`src/meim_pkg.sv`:
```
/*
 * meim_pkg: register map, field positions and reset values of the metering
 * event interrupt mask block.
 * Assumes a 32-bit classic Wishbone register bus with byte addresses.
 */
package meim_pkg;
    // register byte offsets
    localparam logic [7:0]  MEIM_OFF_MASK      = 8'h00;
    localparam logic [7:0]  MEIM_OFF_STATUS    = 8'h04;
    localparam logic [7:0]  MEIM_OFF_ACCUMULATION_MODE_REG   = 8'h08;
    localparam logic [7:0]  MEIM_OFF_PULSE_MODE_REG    = 8'h0C;
    localparam logic [7:0]  MEIM_OFF_HALF_LINE_CYCLE_COUNT   = 8'h10;
    localparam logic [7:0]  MEIM_OFF_LCCOUNT   = 8'h14;

    // event and enable bit positions, shared by mask and status
    localparam int MEIM_EV_W         = 18;
    localparam int MEIM_B_TOT_HF     = 0;
    localparam int MEIM_B_FACT_HF    = 1;
    localparam int MEIM_B_RSVD       = 2;
    localparam int MEIM_B_FREA_HF    = 3;
    localparam int MEIM_B_APP_HF     = 4;
    localparam int MEIM_B_LINE_DONE  = 5;
    localparam int MEIM_B_ACT_SIGN   = 6;
    localparam int MEIM_B_SUM1_SIGN  = 9;
    localparam int MEIM_B_REA_SIGN   = 10;
    localparam int MEIM_B_SUM2_SIGN  = 13;
    localparam int MEIM_B_PULSE      = 14;
    localparam int MEIM_B_DSP_DONE   = 17;

    // accumulation mode register
    localparam int MEIM_ACC_REVSEL   = 6;
    // pulse mode register: select fields then disable bits
    localparam int MEIM_CF_SEL_W     = 3;
    localparam int MEIM_CF_DIS_LSB   = 9;
    localparam int MEIM_CF_W         = 12;
    // line-cycle control register
    localparam int MEIM_LC_CNT_W     = 16;
    localparam int MEIM_LC_MODE_BIT  = 16;

    // change detector input layout
    localparam int MEIM_DET_W        = 23;
    localparam int MEIM_D_TOT        = 0;
    localparam int MEIM_D_FACT       = 3;
    localparam int MEIM_D_FREA       = 6;
    localparam int MEIM_D_APP        = 9;
    localparam int MEIM_D_ACT        = 12;
    localparam int MEIM_D_REA        = 15;
    localparam int MEIM_D_SUM        = 18;
    localparam int MEIM_D_PULSE      = 20;

    // reset values
    localparam logic [MEIM_EV_W-1:0]     MEIM_MASK_RST    = 18'h00000;
    localparam logic [MEIM_EV_W-1:0]     MEIM_STATUS_RST  = 18'h00000;
    localparam logic [MEIM_CF_W-1:0]     MEIM_PULSE_MODE_REG_RST  = 12'h000;
    localparam logic [MEIM_LC_CNT_W-1:0] MEIM_HALF_LINE_CYCLE_COUNT_RST = 16'h0000;
    localparam logic [31:0]              MEIM_RD_UNMAPPED = 32'h00000000;
endpackage

```
`src/meim_reg_if.sv`:
```
/*
 * meim_reg_if: register access strobes between the bus slave and the core.
 * Assumes both ends run on the same clock; wr_stb is a one-cycle pulse.
 */
`timescale 1ns/1ps
`default_nettype none
interface meim_reg_if;
    logic        wr_stb;
    logic [7:0]  addr;
    logic [3:0]  sel;
    logic [31:0] wdata;
    logic [31:0] rdata;
    modport bus  (output wr_stb, output addr, output sel, output wdata, input rdata);
    modport regs (input wr_stb, input addr, input sel, input wdata, output rdata);
endinterface
`default_nettype wire

```
`src/meim_chg_det.sv`:
```
/*
 * meim_chg_det: per-bit change and falling-edge detection.
 * Assumes inputs synchronous to clk_i; no event in the first cycle after reset.
 */
`timescale 1ns/1ps
`default_nettype none
module meim_chg_det
    import meim_pkg::*;
#(
    parameter int W = MEIM_DET_W
) (
    // clock and reset
    input  wire logic         clk_i,
    input  wire logic         rst_i,
    // sampled levels
    input  wire logic [W-1:0] d_i,
    // one-cycle events
    output logic      [W-1:0] chg_o,
    output logic      [W-1:0] fall_o
);
    logic [W-1:0] prev_ff;
    logic         valid_ff;

    always_ff @(posedge clk_i) begin
        if (rst_i) begin
            prev_ff  <= '0;
            valid_ff <= 1'b0;
        end else begin
            prev_ff  <= d_i;
            valid_ff <= 1'b1;
        end
    end

    // the reset value of prev_ff is not a real sample, so it must not fire
    genvar g;
    generate
        for (g = 0; g < W; g++) begin : g_bit
            assign chg_o[g]  = valid_ff & (d_i[g] ^ prev_ff[g]);
            assign fall_o[g] = valid_ff & prev_ff[g] & ~d_i[g];
        end
    endgenerate
endmodule
`default_nettype wire

```
`src/meim_wb_slave.sv`:
```
/*
 * meim_wb_slave: classic Wishbone slave turning bus cycles into strobes.
 * Assumes a master that holds its request until ack; ack comes one cycle later.
 */
`timescale 1ns/1ps
`default_nettype none
module meim_wb_slave (
    // clock and reset
    input  wire logic  clk_i,
    input  wire logic  rst_i,
    // wishbone
    input  wire logic        wb_cyc_i,
    input  wire logic        wb_stb_i,
    input  wire logic        wb_we_i,
    input  wire logic [7:0]  wb_adr_i,
    input  wire logic [3:0]  wb_sel_i,
    input  wire logic [31:0] wb_dat_i,
    output logic      [31:0] wb_dat_o,
    output logic             wb_ack_o,
    // register side
    meim_reg_if.bus          rif
);
    logic        ack_ff;
    logic [31:0] dat_ff;
    logic        req;

    // ack_ff in the term keeps a held request from acting twice
    assign req        = wb_cyc_i & wb_stb_i & ~ack_ff;
    assign rif.wr_stb = req & wb_we_i;
    assign rif.addr   = wb_adr_i;
    assign rif.sel    = wb_sel_i;
    assign rif.wdata  = wb_dat_i;

    always_ff @(posedge clk_i) begin
        if (rst_i) begin
            ack_ff <= 1'b0;
        end else begin
            ack_ff <= req;
        end
    end

    always_ff @(posedge clk_i) begin
        if (rst_i) begin
            dat_ff <= 32'h00000000;
        end else if (req & ~wb_we_i) begin
            dat_ff <= rif.rdata;
        end
    end

    assign wb_ack_o = ack_ff;
    assign wb_dat_o = dat_ff;
endmodule
`default_nettype wire

```
`src/meim_top.sv`:
```
/*
 * meim_top: first-group metering event flags, enable mask and active-low
 * interrupt request, plus pulse-pin gating and select fields.
 * Assumes all event inputs are synchronous to clk_i (25 MHz) and that the
 * energy, sign and pulse sources sit outside this block.
 */
// The register offsets and the Wishbone slave port were decided locally.
`timescale 1ns/1ps
`default_nettype none
module meim_top
    import meim_pkg::*;
(
    // clock and reset
    input  wire logic        clk_i,
    input  wire logic        rst_i,
    // wishbone register bus
    input  wire logic        wb_cyc_i,
    input  wire logic        wb_stb_i,
    input  wire logic        wb_we_i,
    input  wire logic [7:0]  wb_adr_i,
    input  wire logic [3:0]  wb_sel_i,
    input  wire logic [31:0] wb_dat_i,
    output logic      [31:0] wb_dat_o,
    output logic             wb_ack_o,
    // energy accumulator bit 30, one bit per phase A..C
    input  wire logic [2:0]  tot_active_b30_i,
    input  wire logic [2:0]  fund_active_b30_i,
    input  wire logic [2:0]  fund_reactive_b30_i,
    input  wire logic [2:0]  apparent_b30_i,
    // line-cycle accumulation
    input  wire logic        half_cycle_i,
    // power signs, high when negative
    input  wire logic [2:0]  tot_active_neg_i,
    input  wire logic [2:0]  fund_active_neg_i,
    input  wire logic [2:0]  fund_reactive_neg_i,
    input  wire logic [1:0]  path_sum_neg_i,
    // raw pulse generator levels, active low
    input  wire logic [2:0]  pulse_raw_n_i,
    // periodic computation done pulse
    input  wire logic        dsp_cycle_done_i,
    // interrupt
    output logic             interrupt_request_n_o,
    // pulse pins, active low
    output logic             energy_pulse_out_one_o,
    output logic             energy_pulse_out_two_o,
    output logic             energy_pulse_out_three_o,
    // power selects to the pulse datapaths
    output logic [2:0]       pulse_one_power_select_o,
    output logic [2:0]       pulse_two_power_select_o,
    output logic [2:0]       pulse_three_power_select_o,
    output logic             reverse_power_source_select_o
);
    meim_reg_if rif ();

    logic [MEIM_EV_W-1:0]     mask_ff;
    logic [MEIM_EV_W-1:0]     status_ff;
    logic [MEIM_EV_W-1:0]     nxt_status;
    logic [MEIM_EV_W-1:0]     ev;
    logic [MEIM_EV_W-1:0]     clr;
    logic                     revsel_ff;
    logic [MEIM_CF_W-1:0]     pulse_mode_reg_ff;
    logic [MEIM_LC_CNT_W-1:0] lc_count_ff;
    logic                     lc_mode_ff;
    logic [MEIM_LC_CNT_W-1:0] lc_cnt_ff;
    logic                     lc_done;
    logic                     irq_n_ff;
    logic [2:0]               pin_ff;
    logic [2:0]               act_sel_neg;
    logic [MEIM_DET_W-1:0]    det_d;
    logic [MEIM_DET_W-1:0]    det_chg;
    logic [MEIM_DET_W-1:0]    det_fall;
    logic [31:0]              wmask;

    function automatic logic [31:0] byte_mask(input logic [3:0] sel);
        byte_mask = {{8{sel[3]}}, {8{sel[2]}}, {8{sel[1]}}, {8{sel[0]}}};
    endfunction

    function automatic logic wr_hit(input logic stb, input logic [7:0] a, input logic [7:0] off);
        wr_hit = stb & (a[7:2] == off[7:2]);
    endfunction

    meim_wb_slave u_wb (
        .clk_i    (clk_i),
        .rst_i    (rst_i),
        .wb_cyc_i (wb_cyc_i),
        .wb_stb_i (wb_stb_i),
        .wb_we_i  (wb_we_i),
        .wb_adr_i (wb_adr_i),
        .wb_sel_i (wb_sel_i),
        .wb_dat_i (wb_dat_i),
        .wb_dat_o (wb_dat_o),
        .wb_ack_o (wb_ack_o),
        .rif      (rif.bus)
    );

    assign wmask = byte_mask(rif.sel);

    // a select switch may itself look like a sign change; accepted as real
    assign act_sel_neg = revsel_ff ? fund_active_neg_i : tot_active_neg_i;

    assign det_d = {pulse_raw_n_i, path_sum_neg_i, fund_reactive_neg_i, act_sel_neg,
                    apparent_b30_i, fund_reactive_b30_i, fund_active_b30_i, tot_active_b30_i};

    meim_chg_det #(.W(MEIM_DET_W)) u_det (
        .clk_i  (clk_i),
        .rst_i  (rst_i),
        .d_i    (det_d),
        .chg_o  (det_chg),
        .fall_o (det_fall)
    );

    always_comb begin
        ev                   = '0;
        ev[MEIM_B_TOT_HF]    = |det_chg[MEIM_D_TOT +: 3];
        ev[MEIM_B_FACT_HF]   = |det_chg[MEIM_D_FACT +: 3];
        ev[MEIM_B_RSVD]      = 1'b0;
        ev[MEIM_B_FREA_HF]   = |det_chg[MEIM_D_FREA +: 3];
        ev[MEIM_B_APP_HF]    = |det_chg[MEIM_D_APP +: 3];
        ev[MEIM_B_LINE_DONE] = lc_done;
        ev[MEIM_B_ACT_SIGN +: 3] = det_chg[MEIM_D_ACT +: 3];
        ev[MEIM_B_SUM1_SIGN] = det_chg[MEIM_D_SUM];
        ev[MEIM_B_SUM2_SIGN] = det_chg[MEIM_D_SUM + 1];
        ev[MEIM_B_REA_SIGN +: 3] = det_chg[MEIM_D_REA +: 3];
        // raw levels are taken before the pin gate, so disable does not hide them
        ev[MEIM_B_PULSE +: 3] = det_fall[MEIM_D_PULSE +: 3];
        ev[MEIM_B_DSP_DONE]  = dsp_cycle_done_i;
    end

    // status clears are write-one; an event in the same cycle wins
    assign clr = wr_hit(rif.wr_stb, rif.addr, MEIM_OFF_STATUS) ?
                 (rif.wdata[MEIM_EV_W-1:0] & wmask[MEIM_EV_W-1:0]) : '0;
    assign nxt_status = (status_ff & ~clr) | ev;

    always_ff @(posedge clk_i) begin
        if (rst_i) begin
            status_ff <= MEIM_STATUS_RST;
        end else begin
            status_ff <= nxt_status;
        end
    end

    always_ff @(posedge clk_i) begin
        if (rst_i) begin
            mask_ff <= MEIM_MASK_RST;
        end else if (wr_hit(rif.wr_stb, rif.addr, MEIM_OFF_MASK)) begin
            mask_ff <= ((mask_ff & ~wmask[MEIM_EV_W-1:0]) | (rif.wdata[MEIM_EV_W-1:0] & wmask[MEIM_EV_W-1:0]))
                       & ~(18'h00001 << MEIM_B_RSVD);
        end
    end

    always_ff @(posedge clk_i) begin
        if (rst_i) begin
            revsel_ff <= 1'b0;
        end else if (wr_hit(rif.wr_stb, rif.addr, MEIM_OFF_ACCUMULATION_MODE_REG) & rif.sel[0]) begin
            revsel_ff <= rif.wdata[MEIM_ACC_REVSEL];
        end
    end

    always_ff @(posedge clk_i) begin
        if (rst_i) begin
            pulse_mode_reg_ff <= MEIM_PULSE_MODE_REG_RST;
        end else if (wr_hit(rif.wr_stb, rif.addr, MEIM_OFF_PULSE_MODE_REG)) begin
            pulse_mode_reg_ff <= (pulse_mode_reg_ff & ~wmask[MEIM_CF_W-1:0]) | (rif.wdata[MEIM_CF_W-1:0] & wmask[MEIM_CF_W-1:0]);
        end
    end

    always_ff @(posedge clk_i) begin
        if (rst_i) begin
            lc_count_ff <= MEIM_HALF_LINE_CYCLE_COUNT_RST;
            lc_mode_ff  <= 1'b0;
        end else if (wr_hit(rif.wr_stb, rif.addr, MEIM_OFF_HALF_LINE_CYCLE_COUNT)) begin
            lc_count_ff <= (lc_count_ff & ~wmask[MEIM_LC_CNT_W-1:0])
                           | (rif.wdata[MEIM_LC_CNT_W-1:0] & wmask[MEIM_LC_CNT_W-1:0]);
            if (rif.sel[2]) begin
                lc_mode_ff <= rif.wdata[MEIM_LC_MODE_BIT];
            end
        end
    end

    // a count of zero never completes, so a half-set mode cannot flood the host
    assign lc_done = lc_mode_ff & half_cycle_i & (lc_count_ff != '0)
                     & (({1'b0, lc_cnt_ff} + 17'h00001) >= {1'b0, lc_count_ff});

    always_ff @(posedge clk_i) begin
        if (rst_i) begin
            lc_cnt_ff <= '0;
        end else if (~lc_mode_ff | wr_hit(rif.wr_stb, rif.addr, MEIM_OFF_HALF_LINE_CYCLE_COUNT) | lc_done) begin
            lc_cnt_ff <= '0;
        end else if (half_cycle_i) begin
            lc_cnt_ff <= lc_cnt_ff + 16'h0001;
        end
    end

    always_ff @(posedge clk_i) begin
        if (rst_i) begin
            irq_n_ff <= 1'b1;
        end else begin
            irq_n_ff <= ~|(status_ff & mask_ff);
        end
    end

    // disabled pins idle high; the interrupt path never looks at these flops
    genvar p;
    generate
        for (p = 0; p < 3; p++) begin : g_pin
            always_ff @(posedge clk_i) begin
                if (rst_i) begin
                    pin_ff[p] <= 1'b1;
                end else begin
                    pin_ff[p] <= pulse_mode_reg_ff[MEIM_CF_DIS_LSB + p] | pulse_raw_n_i[p];
                end
            end
        end
    endgenerate

    always_comb begin
        case (rif.addr[7:2])
            MEIM_OFF_MASK[7:2]:    rif.rdata = {14'h0000, mask_ff};
            MEIM_OFF_STATUS[7:2]:  rif.rdata = {14'h0000, status_ff};
            MEIM_OFF_ACCUMULATION_MODE_REG[7:2]: rif.rdata = {25'h0000000, revsel_ff, 6'h00};
            MEIM_OFF_PULSE_MODE_REG[7:2]:  rif.rdata = {20'h00000, pulse_mode_reg_ff};
            MEIM_OFF_HALF_LINE_CYCLE_COUNT[7:2]: rif.rdata = {15'h0000, lc_mode_ff, lc_count_ff};
            MEIM_OFF_LCCOUNT[7:2]: rif.rdata = {16'h0000, lc_cnt_ff};
            default:               rif.rdata = MEIM_RD_UNMAPPED;
        endcase
    end

    assign interrupt_request_n_o         = irq_n_ff;
    assign energy_pulse_out_one_o        = pin_ff[0];
    assign energy_pulse_out_two_o        = pin_ff[1];
    assign energy_pulse_out_three_o      = pin_ff[2];
    assign pulse_one_power_select_o      = pulse_mode_reg_ff[0 +: MEIM_CF_SEL_W];
    assign pulse_two_power_select_o      = pulse_mode_reg_ff[3 +: MEIM_CF_SEL_W];
    assign pulse_three_power_select_o    = pulse_mode_reg_ff[6 +: MEIM_CF_SEL_W];
    assign reverse_power_source_select_o = revsel_ff;
endmodule
`default_nettype wire

```
`config.mk`:
```
export PLATFORM = sky130hd
export DESIGN_NAME = meim_top
export DESIGN_NICKNAME = d
export VERILOG_FILES = /design/src/meim_pkg.sv /design/src/meim_reg_if.sv /design/src/meim_chg_det.sv /design/src/meim_wb_slave.sv /design/src/meim_top.sv
export SDC_FILE = /design/constraint.sdc
export NUM_CORES = 1
export LEC_CHECK = 0
export BUFFER_PORTS_ARGS = -buffer_cell sky130_fd_sc_hd__buf_2
export CAP_MARGIN = 20
export CORE_ASPECT_RATIO = 0.9
export CORE_MARGIN = 2
export CORE_UTILIZATION = 55
export DETAILED_ROUTE_END_ITERATION = 8
export PLACE_DENSITY = 0.8
export SETUP_SLACK_MARGIN = 0.05
export SLEW_MARGIN = 20
export SYNTH_ARGS = -nofsm -noshare
export SYNTH_HDL_FRONTEND = slang
export SYNTH_SLANG_ARGS = --single-unit
```
`constraint.sdc`:
```
create_clock -name clk_i -period 3.3 [get_ports clk_i]
set_input_delay 0.99 -clock clk_i [delete_from_list [all_inputs] [get_ports clk_i]]
set_output_delay 0.99 -clock clk_i [all_outputs]
set_load 0.01 [all_outputs]
```
==> PnR_summary.wiki, run 1 <==
{| class="wikitable"
! Metric !! Value
|-
| Required time at the endpoint of the critical path || 3590 ps
|-
| Unique masters post-synth || 49
|-
| Clock latency reported for the late side of the worst-skew pair || 410 ps
|-
| Post-layout net count || 843
|-
| Leading cell types in the layout, fill and taps excluded || dfxtp_1, nor2_1, buf_2
|-
| Fraction of power consumed by combinational cells || 4.9%
|-
| Quantity of I/O buffers inserted on ports || 92
|-
| Clock period minus final worst setup slack || 2930 ps
|-
| Mapped Area || 0.00619 mm2
|-
| Number of buffers inserted by post-CTS setup repair || 0
|-
| Hold_buf cts || 0
|-
| Inserted Diodes || 0
|-
| Total number of vias || 5402
|-
| Final worst-path cycle share || 88.8%
|-
| Util after Layout || 66.7%
|-
| Areal power density over the cells || 511 mW/mm2
|-
| CTS sink count || 128
|-
| Actual transition at the worst max-transition pin || 1070 ps
|-
| Initial core utilization || 56.8%
|-
| Maximum number of pins on one net before global-route repair || 56
|-
| Total internal power || 2.89 mW
|-
| Number of standard cells after synthesis || 673
|-
| Cell row count || 36
|-
| Clock tree buffer depth || 2
|-
| Post-synthesis register bit count || 128
|-
| Yosys warns || 0
|-
| Failing checks || design-rule violations
|-
| Cts bufs inserted || 17
|-
| Worst Setup Start Kind || flip-flop
|-
| Outcome || complete, but fails checks
|-
| Core area || 0.0109 mm2
|-
| Half-perimeter wire length after placement || 11.6 mm
|-
| Leakage component of the power || 3.07 nW
|-
| Chip Width || 116 um
|-
| Layout overhead on the synthesized area || 17.5%
|-
| PostCTS Resize Cnt || 0
|-
| P_sw || 833 uW
|-
| Relative slew margins || 28.9%
|-
| Final Max Tran Viols || 0
|-
| Post-route clock skew || 4.99 ps
|-
| Vias in the first global route || 5210
|-
| Gpl congestion || 0.916
|-
| Remaining Overflow, GRT || 0
|-
| Sequential-to-total area share from yosys stat || 41.4%
|-
| FFs w/ async S/R, synth || 0%
|-
| Unrepaired setup endpoints after global routing || no
|-
| Floorplan die height || 105 um
|-
| Clock tree from TritonCTS || done
|-
| Switching Fraction || 22.4%
|-
| Total Routing Usage GR || 27.9%
|-
| Reg power frac || 43.3%
|-
| Max-cap violation count || 0
|-
| Filler cells || 916
|-
| Classification of the worst-slack hold path || reg -> reg
|-
| Antenna violations before repair || 0
|-
| DR pass1 iterations || 9
|-
| Clock edge transition at the registers on the reported setup and hold paths || 60 ps
|-
| Number of design rule violations left after detail routing || 2
|-
| Drt wl/cell || 18.1 um
|-
| Critical Path AT || 3220 ps
|-
| Initial detailed-routing violation count || 753
|-
| WS Path Type || reg -> reg
|-
| Tot Pwr || 3.72 mW
|-
| I/O Pins || 124
|-
| Fraction of power consumed by the clock network || 51.8%
|-
| Global-route wire length before repair || 26.2 mm
|-
| Number of nets with antenna violations after routing || 0
|-
| Root buffer selected by CTS || clkbuf_16
|-
| Mapped Avg Cell Area || 9.20 um2
|-
| Top FF cell, synth || dfxtp_1
|-
| Worst vdd rail ir drop || 0.000377 V
|-
| Timing-limited maximum frequency || 341 MHz
|-
| Final Setup Violations || 0
|-
| Share of layout cells above drive strength 1 || 21.8%
|-
| Post-route setup TNS || 0 ps
|-
| Die area || 0.0121 mm2
|-
| Crit Path Max Fanout || 17
|-
| Routed Wire Length || 16.5 mm
|-
| Fin. Hold Viols || 0
|-
| Max H-tree Level || 4
|-
| Number of enable-type register cells in the synthesized netlist || 0
|-
| Leading cell type in the layout, fill and taps excluded || dfxtp_1
|-
| Worst Setup End Kind || flip-flop
|-
| Vias/cell || 5.91
|}
[cell usage after synthesis (all sizes together), types with 2 or more instances]
| library cell | instances | share of area (%) |
|---|---|---|
| a21o | 2 | 0.24 |
| a222oi | 23 | 3.7 |
| dfxtp | 128 | 41 |
| clkbuf | 20 | 1.2 |
| a31oi | 2 | 0.44 |
| nand3 | 25 | 2.4 |
| xor2 | 24 | 3.4 |
| mux2i | 52 | 8.4 |
| nor2 | 94 | 5.8 |
| and3 | 8 | 0.89 |
| a22oi | 27 | 3.3 |
| nand2b | 3 | 0.30 |
| ha | 17 | 3.4 |
| nand2 | 51 | 3.1 |
| a21oi | 24 | 1.9 |
| nor2b | 20 | 2.0 |
| buf | 45 | 5.0 |
| inv | 19 | 1.2 |
| or3 | 3 | 0.30 |
| nand4 | 7 | 0.81 |
| xnor2 | 25 | 3.5 |
| and4 | 2 | 0.28 |
| o21ai | 5 | 0.40 |
| nor3 | 20 | 2.8 |
| nor4 | 5 | 0.61 |
| a221oi | 13 | 1.9 |
[worst max-delay path, cell delays in order (launching register included)]
cell,delay [ps]
dfxtp_1,460
ha_4,210
nand3_1,110
buf_4,180
nor3_2,300
xor2_1,120
ha_1,330
nand2_1,50
o21ai_0,230
a21oi_1,100
or2_2,300
a31oi_4,160
buf_12,190
nor3_1,70
[cells by family after synthesis]
logic type      after synthesis  share of synthesized area, %
xor+xnor                     49                          6.93
other cells                   1                        0.0606
simple gates                243                          20.0
buf+inv                      84                          7.42
flops                       128                          41.4
mux                          52                          8.41
fa+ha+maj                    17                          3.44
compound gates               99                          12.4
[area by class of cell]
class | count | area (um2) | area share (%)
Inverter | 19 | 71.3 | 0.981
Timing Repair Buffer | 109 | 603 | 8.30
Clock inverter | 12 | 158 | 2.17
Sequential cell | 128 | 2560 | 35.2
Tap cell | 152 | 190 | 2.62
Clock buffer | 20 | 457 | 6.28
Multi-Input combinational cell | 474 | 3230 | 44.4
[worst paths after layout]
| kind | from | to | slack (ps) | cells after the start |
|---|---|---|---|---|
| min reg2reg | status_ff[2] | status_ff[2] | 460 | 2 |
| max | lc_cnt_ff[1] | lc_cnt_ff[0] | 370 | 13 |
| max reg2reg | lc_cnt_ff[1] | lc_cnt_ff[0] | 370 | 13 |
| min | status_ff[2] | status_ff[2] | 460 | 2 |
[metal layers]
metal	vias to the layer above	wire [um]	global-route usage [%]
met5	-	0	0
met4	0	419	10.7
met3	37	1540	6.84
met2	304	7800	45.4
met1	2569	6740	35.6
li1	2492	-	-
[per-stage QoR]
stage	area [um2]	worst slack [ps]	hold slack (ps)	instances
after floorplan	6240	510	412	686
after global placement	6640	412	421	882
after detailed placement	6640	330	438	882
after CTS	7260	289	447	914
after global routing	7270	55.4	457	914
final	7270	370	459	914
[power groups by stage]
stage / combinational [mW] / sequential [mW] / clock, mW
5_1_grt: 0.199 / 1.61 / 2.01
4_1_cts: 0.180 / 1.61 / 1.94
6_report: 0.182 / 1.61 / 1.93
2_1_floorplan: 0.111 / 1.63 / 0
3_3_place_gp: 0.171 / 1.64 / 0
3_5_place_dp: 0.178 / 1.64 / 0
Note: power is estimated with default switching activity, not from simulation.
==> run 2, diff against run 1 <==
ABC_CLOCK_PERIOD_IN_PS = 3220   (was not set)
CORE_MARGIN = not set   (was 2)
clock period = 3.22 ns   (was 3.3 ns; I/O delays follow)
==> PnR_summary.wiki, run 2 (synthesis gave the netlist of run 1 again) <==
{| class="wikitable"
! Metric !! Value
|-
| Outcome || finished, final reports clean (was complete, but fails checks)
|-
| Timing-limited maximum frequency || 343 MHz (was 341 MHz)
|-
| Vias/cell || 5.88 (was 5.91)
|-
| Post-route non-filler standard cell count || 914 (unchanged)
|-
| Clock tree buffer depth || 2 (unchanged)
|-
| Crit path buf inv count || 1 (was 2)
|-
| Clock latency reported for the late side of the worst-skew pair || 410 ps (about the same)
|-
| Cell row count || 36 (unchanged)
|-
| Multi-input combinational cell area || 0.00322 mm2 (was 0.00323 mm2)
|-
| Fin. Hold Viols || 0 (unchanged)
|-
| Post-route clock skew || 8.76 ps (was 4.99 ps)
|-
| Worst Setup Start Kind || flip-flop (unchanged)
|-
| Areal power density over the cells || 509 mW/mm2 (was 511 mW/mm2)
|-
| Clock edge transition at the registers on the reported setup and hold paths || 50 ps (was 60 ps)
|-
| Placed Instance Area || 0.00666 mm2 (was 0.00664 mm2)
|-
| Clock period minus final worst setup slack || 2910 ps (was 2930 ps)
|-
| Vias in the first global route || 5419 (was 5210)
|-
| CTS sink count || 128 (unchanged)
|-
| Inserted Diodes || 0 (unchanged)
|-
| Final standard cell area without fillers || 0.00723 mm2 (was 0.00727 mm2)
|-
| Worst vdd rail ir drop || 0.000315 V (was 0.000377 V)
|-
| Actual transition at the worst max-transition pin || 1040 ps (was 1070 ps)
|-
| Filler cells || 892 (was 916)
|-
| Maximum number of pins on one net before global-route repair || 70 (was 56)
|-
| Critical Path Slowest Stage Cell || dfxtp_2 (was dfxtp_1)
|-
| Worst Setup End Kind || flip-flop (unchanged)
|-
| Die area || 0.0117 mm2 (was 0.0121 mm2)
|-
| Final Setup Violations || 0 (unchanged)
|-
| Final worst-path cycle share || 90.5% (was 88.8%)
|-
| Antenna violations before repair || 0 (unchanged)
|-
| Area occupied by registers || 0.00257 mm2 (was 0.00256 mm2)
|-
| Pre-CTS setup slack || 270 ps (was 330 ps)
|-
| Remaining Overflow, GRT || 0 (unchanged)
|-
| Top delay family on crit path || simple AND/OR/NAND/NOR gates (unchanged)
|-
| Hold_buf cts || 0 (unchanged)
|-
| Leading cell types in the layout, fill and taps excluded || dfxtp_1, nor2_1, buf_2 (unchanged)
|-
| Gpl congestion || 0.917 (was 0.916)
|-
| Layout overhead on the synthesized area || 16.9% (was 17.5%)
|-
| Placed cell count || 884 (was 882)
|-
| WS Path Type || reg -> reg (unchanged)
|-
| Least setup slack across all paths after layout || 306 ps (was 370 ps)
|-
| Post-route setup TNS || 0 ps (unchanged)
|-
| Chip Width || 114 um (was 116 um)
|-
| Total number of vias || 5377 (was 5402)
|-
| Crit Path Max Fanout || 17 (unchanged)
|-
| Drt wl/cell || 17.8 um (was 18.1 um)
|-
| Worst stage delay on the critical path || 380 ps (was 460 ps)
|-
| Most Frequent Cell on Critical Path || nor2_1
|-
| Number of nets with antenna violations after routing || 0 (unchanged)
|-
| Quantity of I/O buffers inserted on ports || 92 (unchanged)
|-
| Root buffer selected by CTS || clkbuf_16 (unchanged)
|-
| Cts bufs inserted || 17 (unchanged)
|-
| Relative slew margins || 30.6% (was 28.9%)
|-
| Core area || 0.0109 mm2 (unchanged)
|-
| Number of design rule violations left after detail routing || 0 (was 2)
|-
| Required time at the endpoint of the critical path || 3520 ps (was 3590 ps)
|-
| Max-cap violation count || 0 (unchanged)
|-
| Post-layout net count || 845 (was 843)
|-
| Routed Wire Length || 16.3 mm (was 16.5 mm)
|-
| Final Max Tran Viols || 0 (unchanged)
|-
| I/O Pins || 124 (unchanged)
|-
| Critical Path AT || 3220 ps (about the same)
|-
| Floorplan die height || 103 um (was 105 um)
|-
| Leakage component of the power || 3.06 nW (was 3.07 nW)
|-
| Clock tree from TritonCTS || done (unchanged)
|-
| Max H-tree Level || 4 (unchanged)
|-
| Share of layout cells above drive strength 1 || 22.2% (was 21.8%)
|-
| Unrepaired setup endpoints after global routing || no (unchanged)
|-
| Initial detailed-routing violation count || 574 (was 753)
|-
| Global-route wire length before repair || 26.5 mm (was 26.2 mm)
|-
| DR pass1 iterations || 8 (was 9)
|-
| Leading cell type in the layout, fill and taps excluded || dfxtp_1 (unchanged)
|-
| List of cells traversed by the critical path || ha_2 > nand3_1 > nor2_1 > nand3_1 > nor2_1 > xor2_1 > ha_1 > and4_1 > nand2_1 > nor2_1 > a221oi_2 > a31oi_4 > buf_12 > o21a_1 (was ha_4 > nand3_1 > buf_4 > nor3_2 > xor2_1 > ha_1 > nand2_1 > o21ai_0 > a21oi_1 > or2_2 > a31oi_4 > buf_12 > nor3_1)
|-
| Half-perimeter wire length after placement || 11.5 mm (was 11.6 mm)
|-
| Initial core utilization || 56.8% (unchanged)
|-
| Classification of the worst-slack hold path || reg -> reg (unchanged)
|-
| Util after Layout || 66.4% (was 66.7%)
|-
| Total Routing Usage GR || 29.6% (was 27.9%)
|}
==> run 2: path summary, 6_finish.rpt <==
check	startpoint	to	slack, ps	cells past startpoint
min reg2reg	status_ff[2]	status_ff[2]	450	2
min	status_ff[2]	status_ff[2]	450	2
max reg2reg	lc_cnt_ff[1]	status_ff[5]	310	14
max	lc_cnt_ff[1]	status_ff[5]	310	14
==> run 2: layout make-up <==
| type | instances | share of cell area (%) |
|---|---|---|
| Inverter | 19 | 0.986 |
| Tap cell | 152 | 2.63 |
| Timing Repair Buffer | 111 | 8.54 |
| Sequential cell | 128 | 35.5 |
| Multi-Input combinational cell | 474 | 44.5 |
| Clock inverter | 10 | 1.57 |
| Clock buffer | 20 | 6.31 |
==> run 2: power by group <==
group / total [mW] / switching (mW) / internal [mW]
logic: 0.185 / 0.109 / 0.0758
clock network: 1.85 / 0.684 / 1.17
registers: 1.65 / 0.0281 / 1.62
==> run 2: worst reg2reg max path, stage by stage (launching register included) <==
cell      delay [ps]
dfxtp_2          380
ha_2             240
nand3_1          110
nor2_1           160
nand3_1          180
nor2_1           200
xor2_1           190
ha_1             270
and4_1           220
nand2_1           60
nor2_1            40
a221oi_2         300
a31oi_4          130
buf_12           170
o21a_1           160
==> run 2: per-layer routing <==
metal / up-vias / routed length [um] / global-route usage (%)
met3: 59 / 1650 / 7.11
met5: - / 0 / 0
met1: 2525 / 6350 / 34.7
met4: 0 / 580 / 16.3
met2: 314 / 7700 / 50.7
li1: 2479 / - / -
==> run 2: through the flow <==
| step | hold slack [ps] | power (mW) |
|---|---|---|
| after global routing | 479 | 3.79 |
| after CTS | 452 | 3.69 |
| after detailed placement | 442 | 1.86 |
| after floorplan | 412 | 1.78 |
| final | 451 | 3.68 |
| after global placement | 421 | 1.85 |
==> run 2: repair_timing <==
item / CTS / global route
gates resized for setup: 0 / 4
buffers inserted: 0 / 0
setup endpoints to repair: 0 / 17
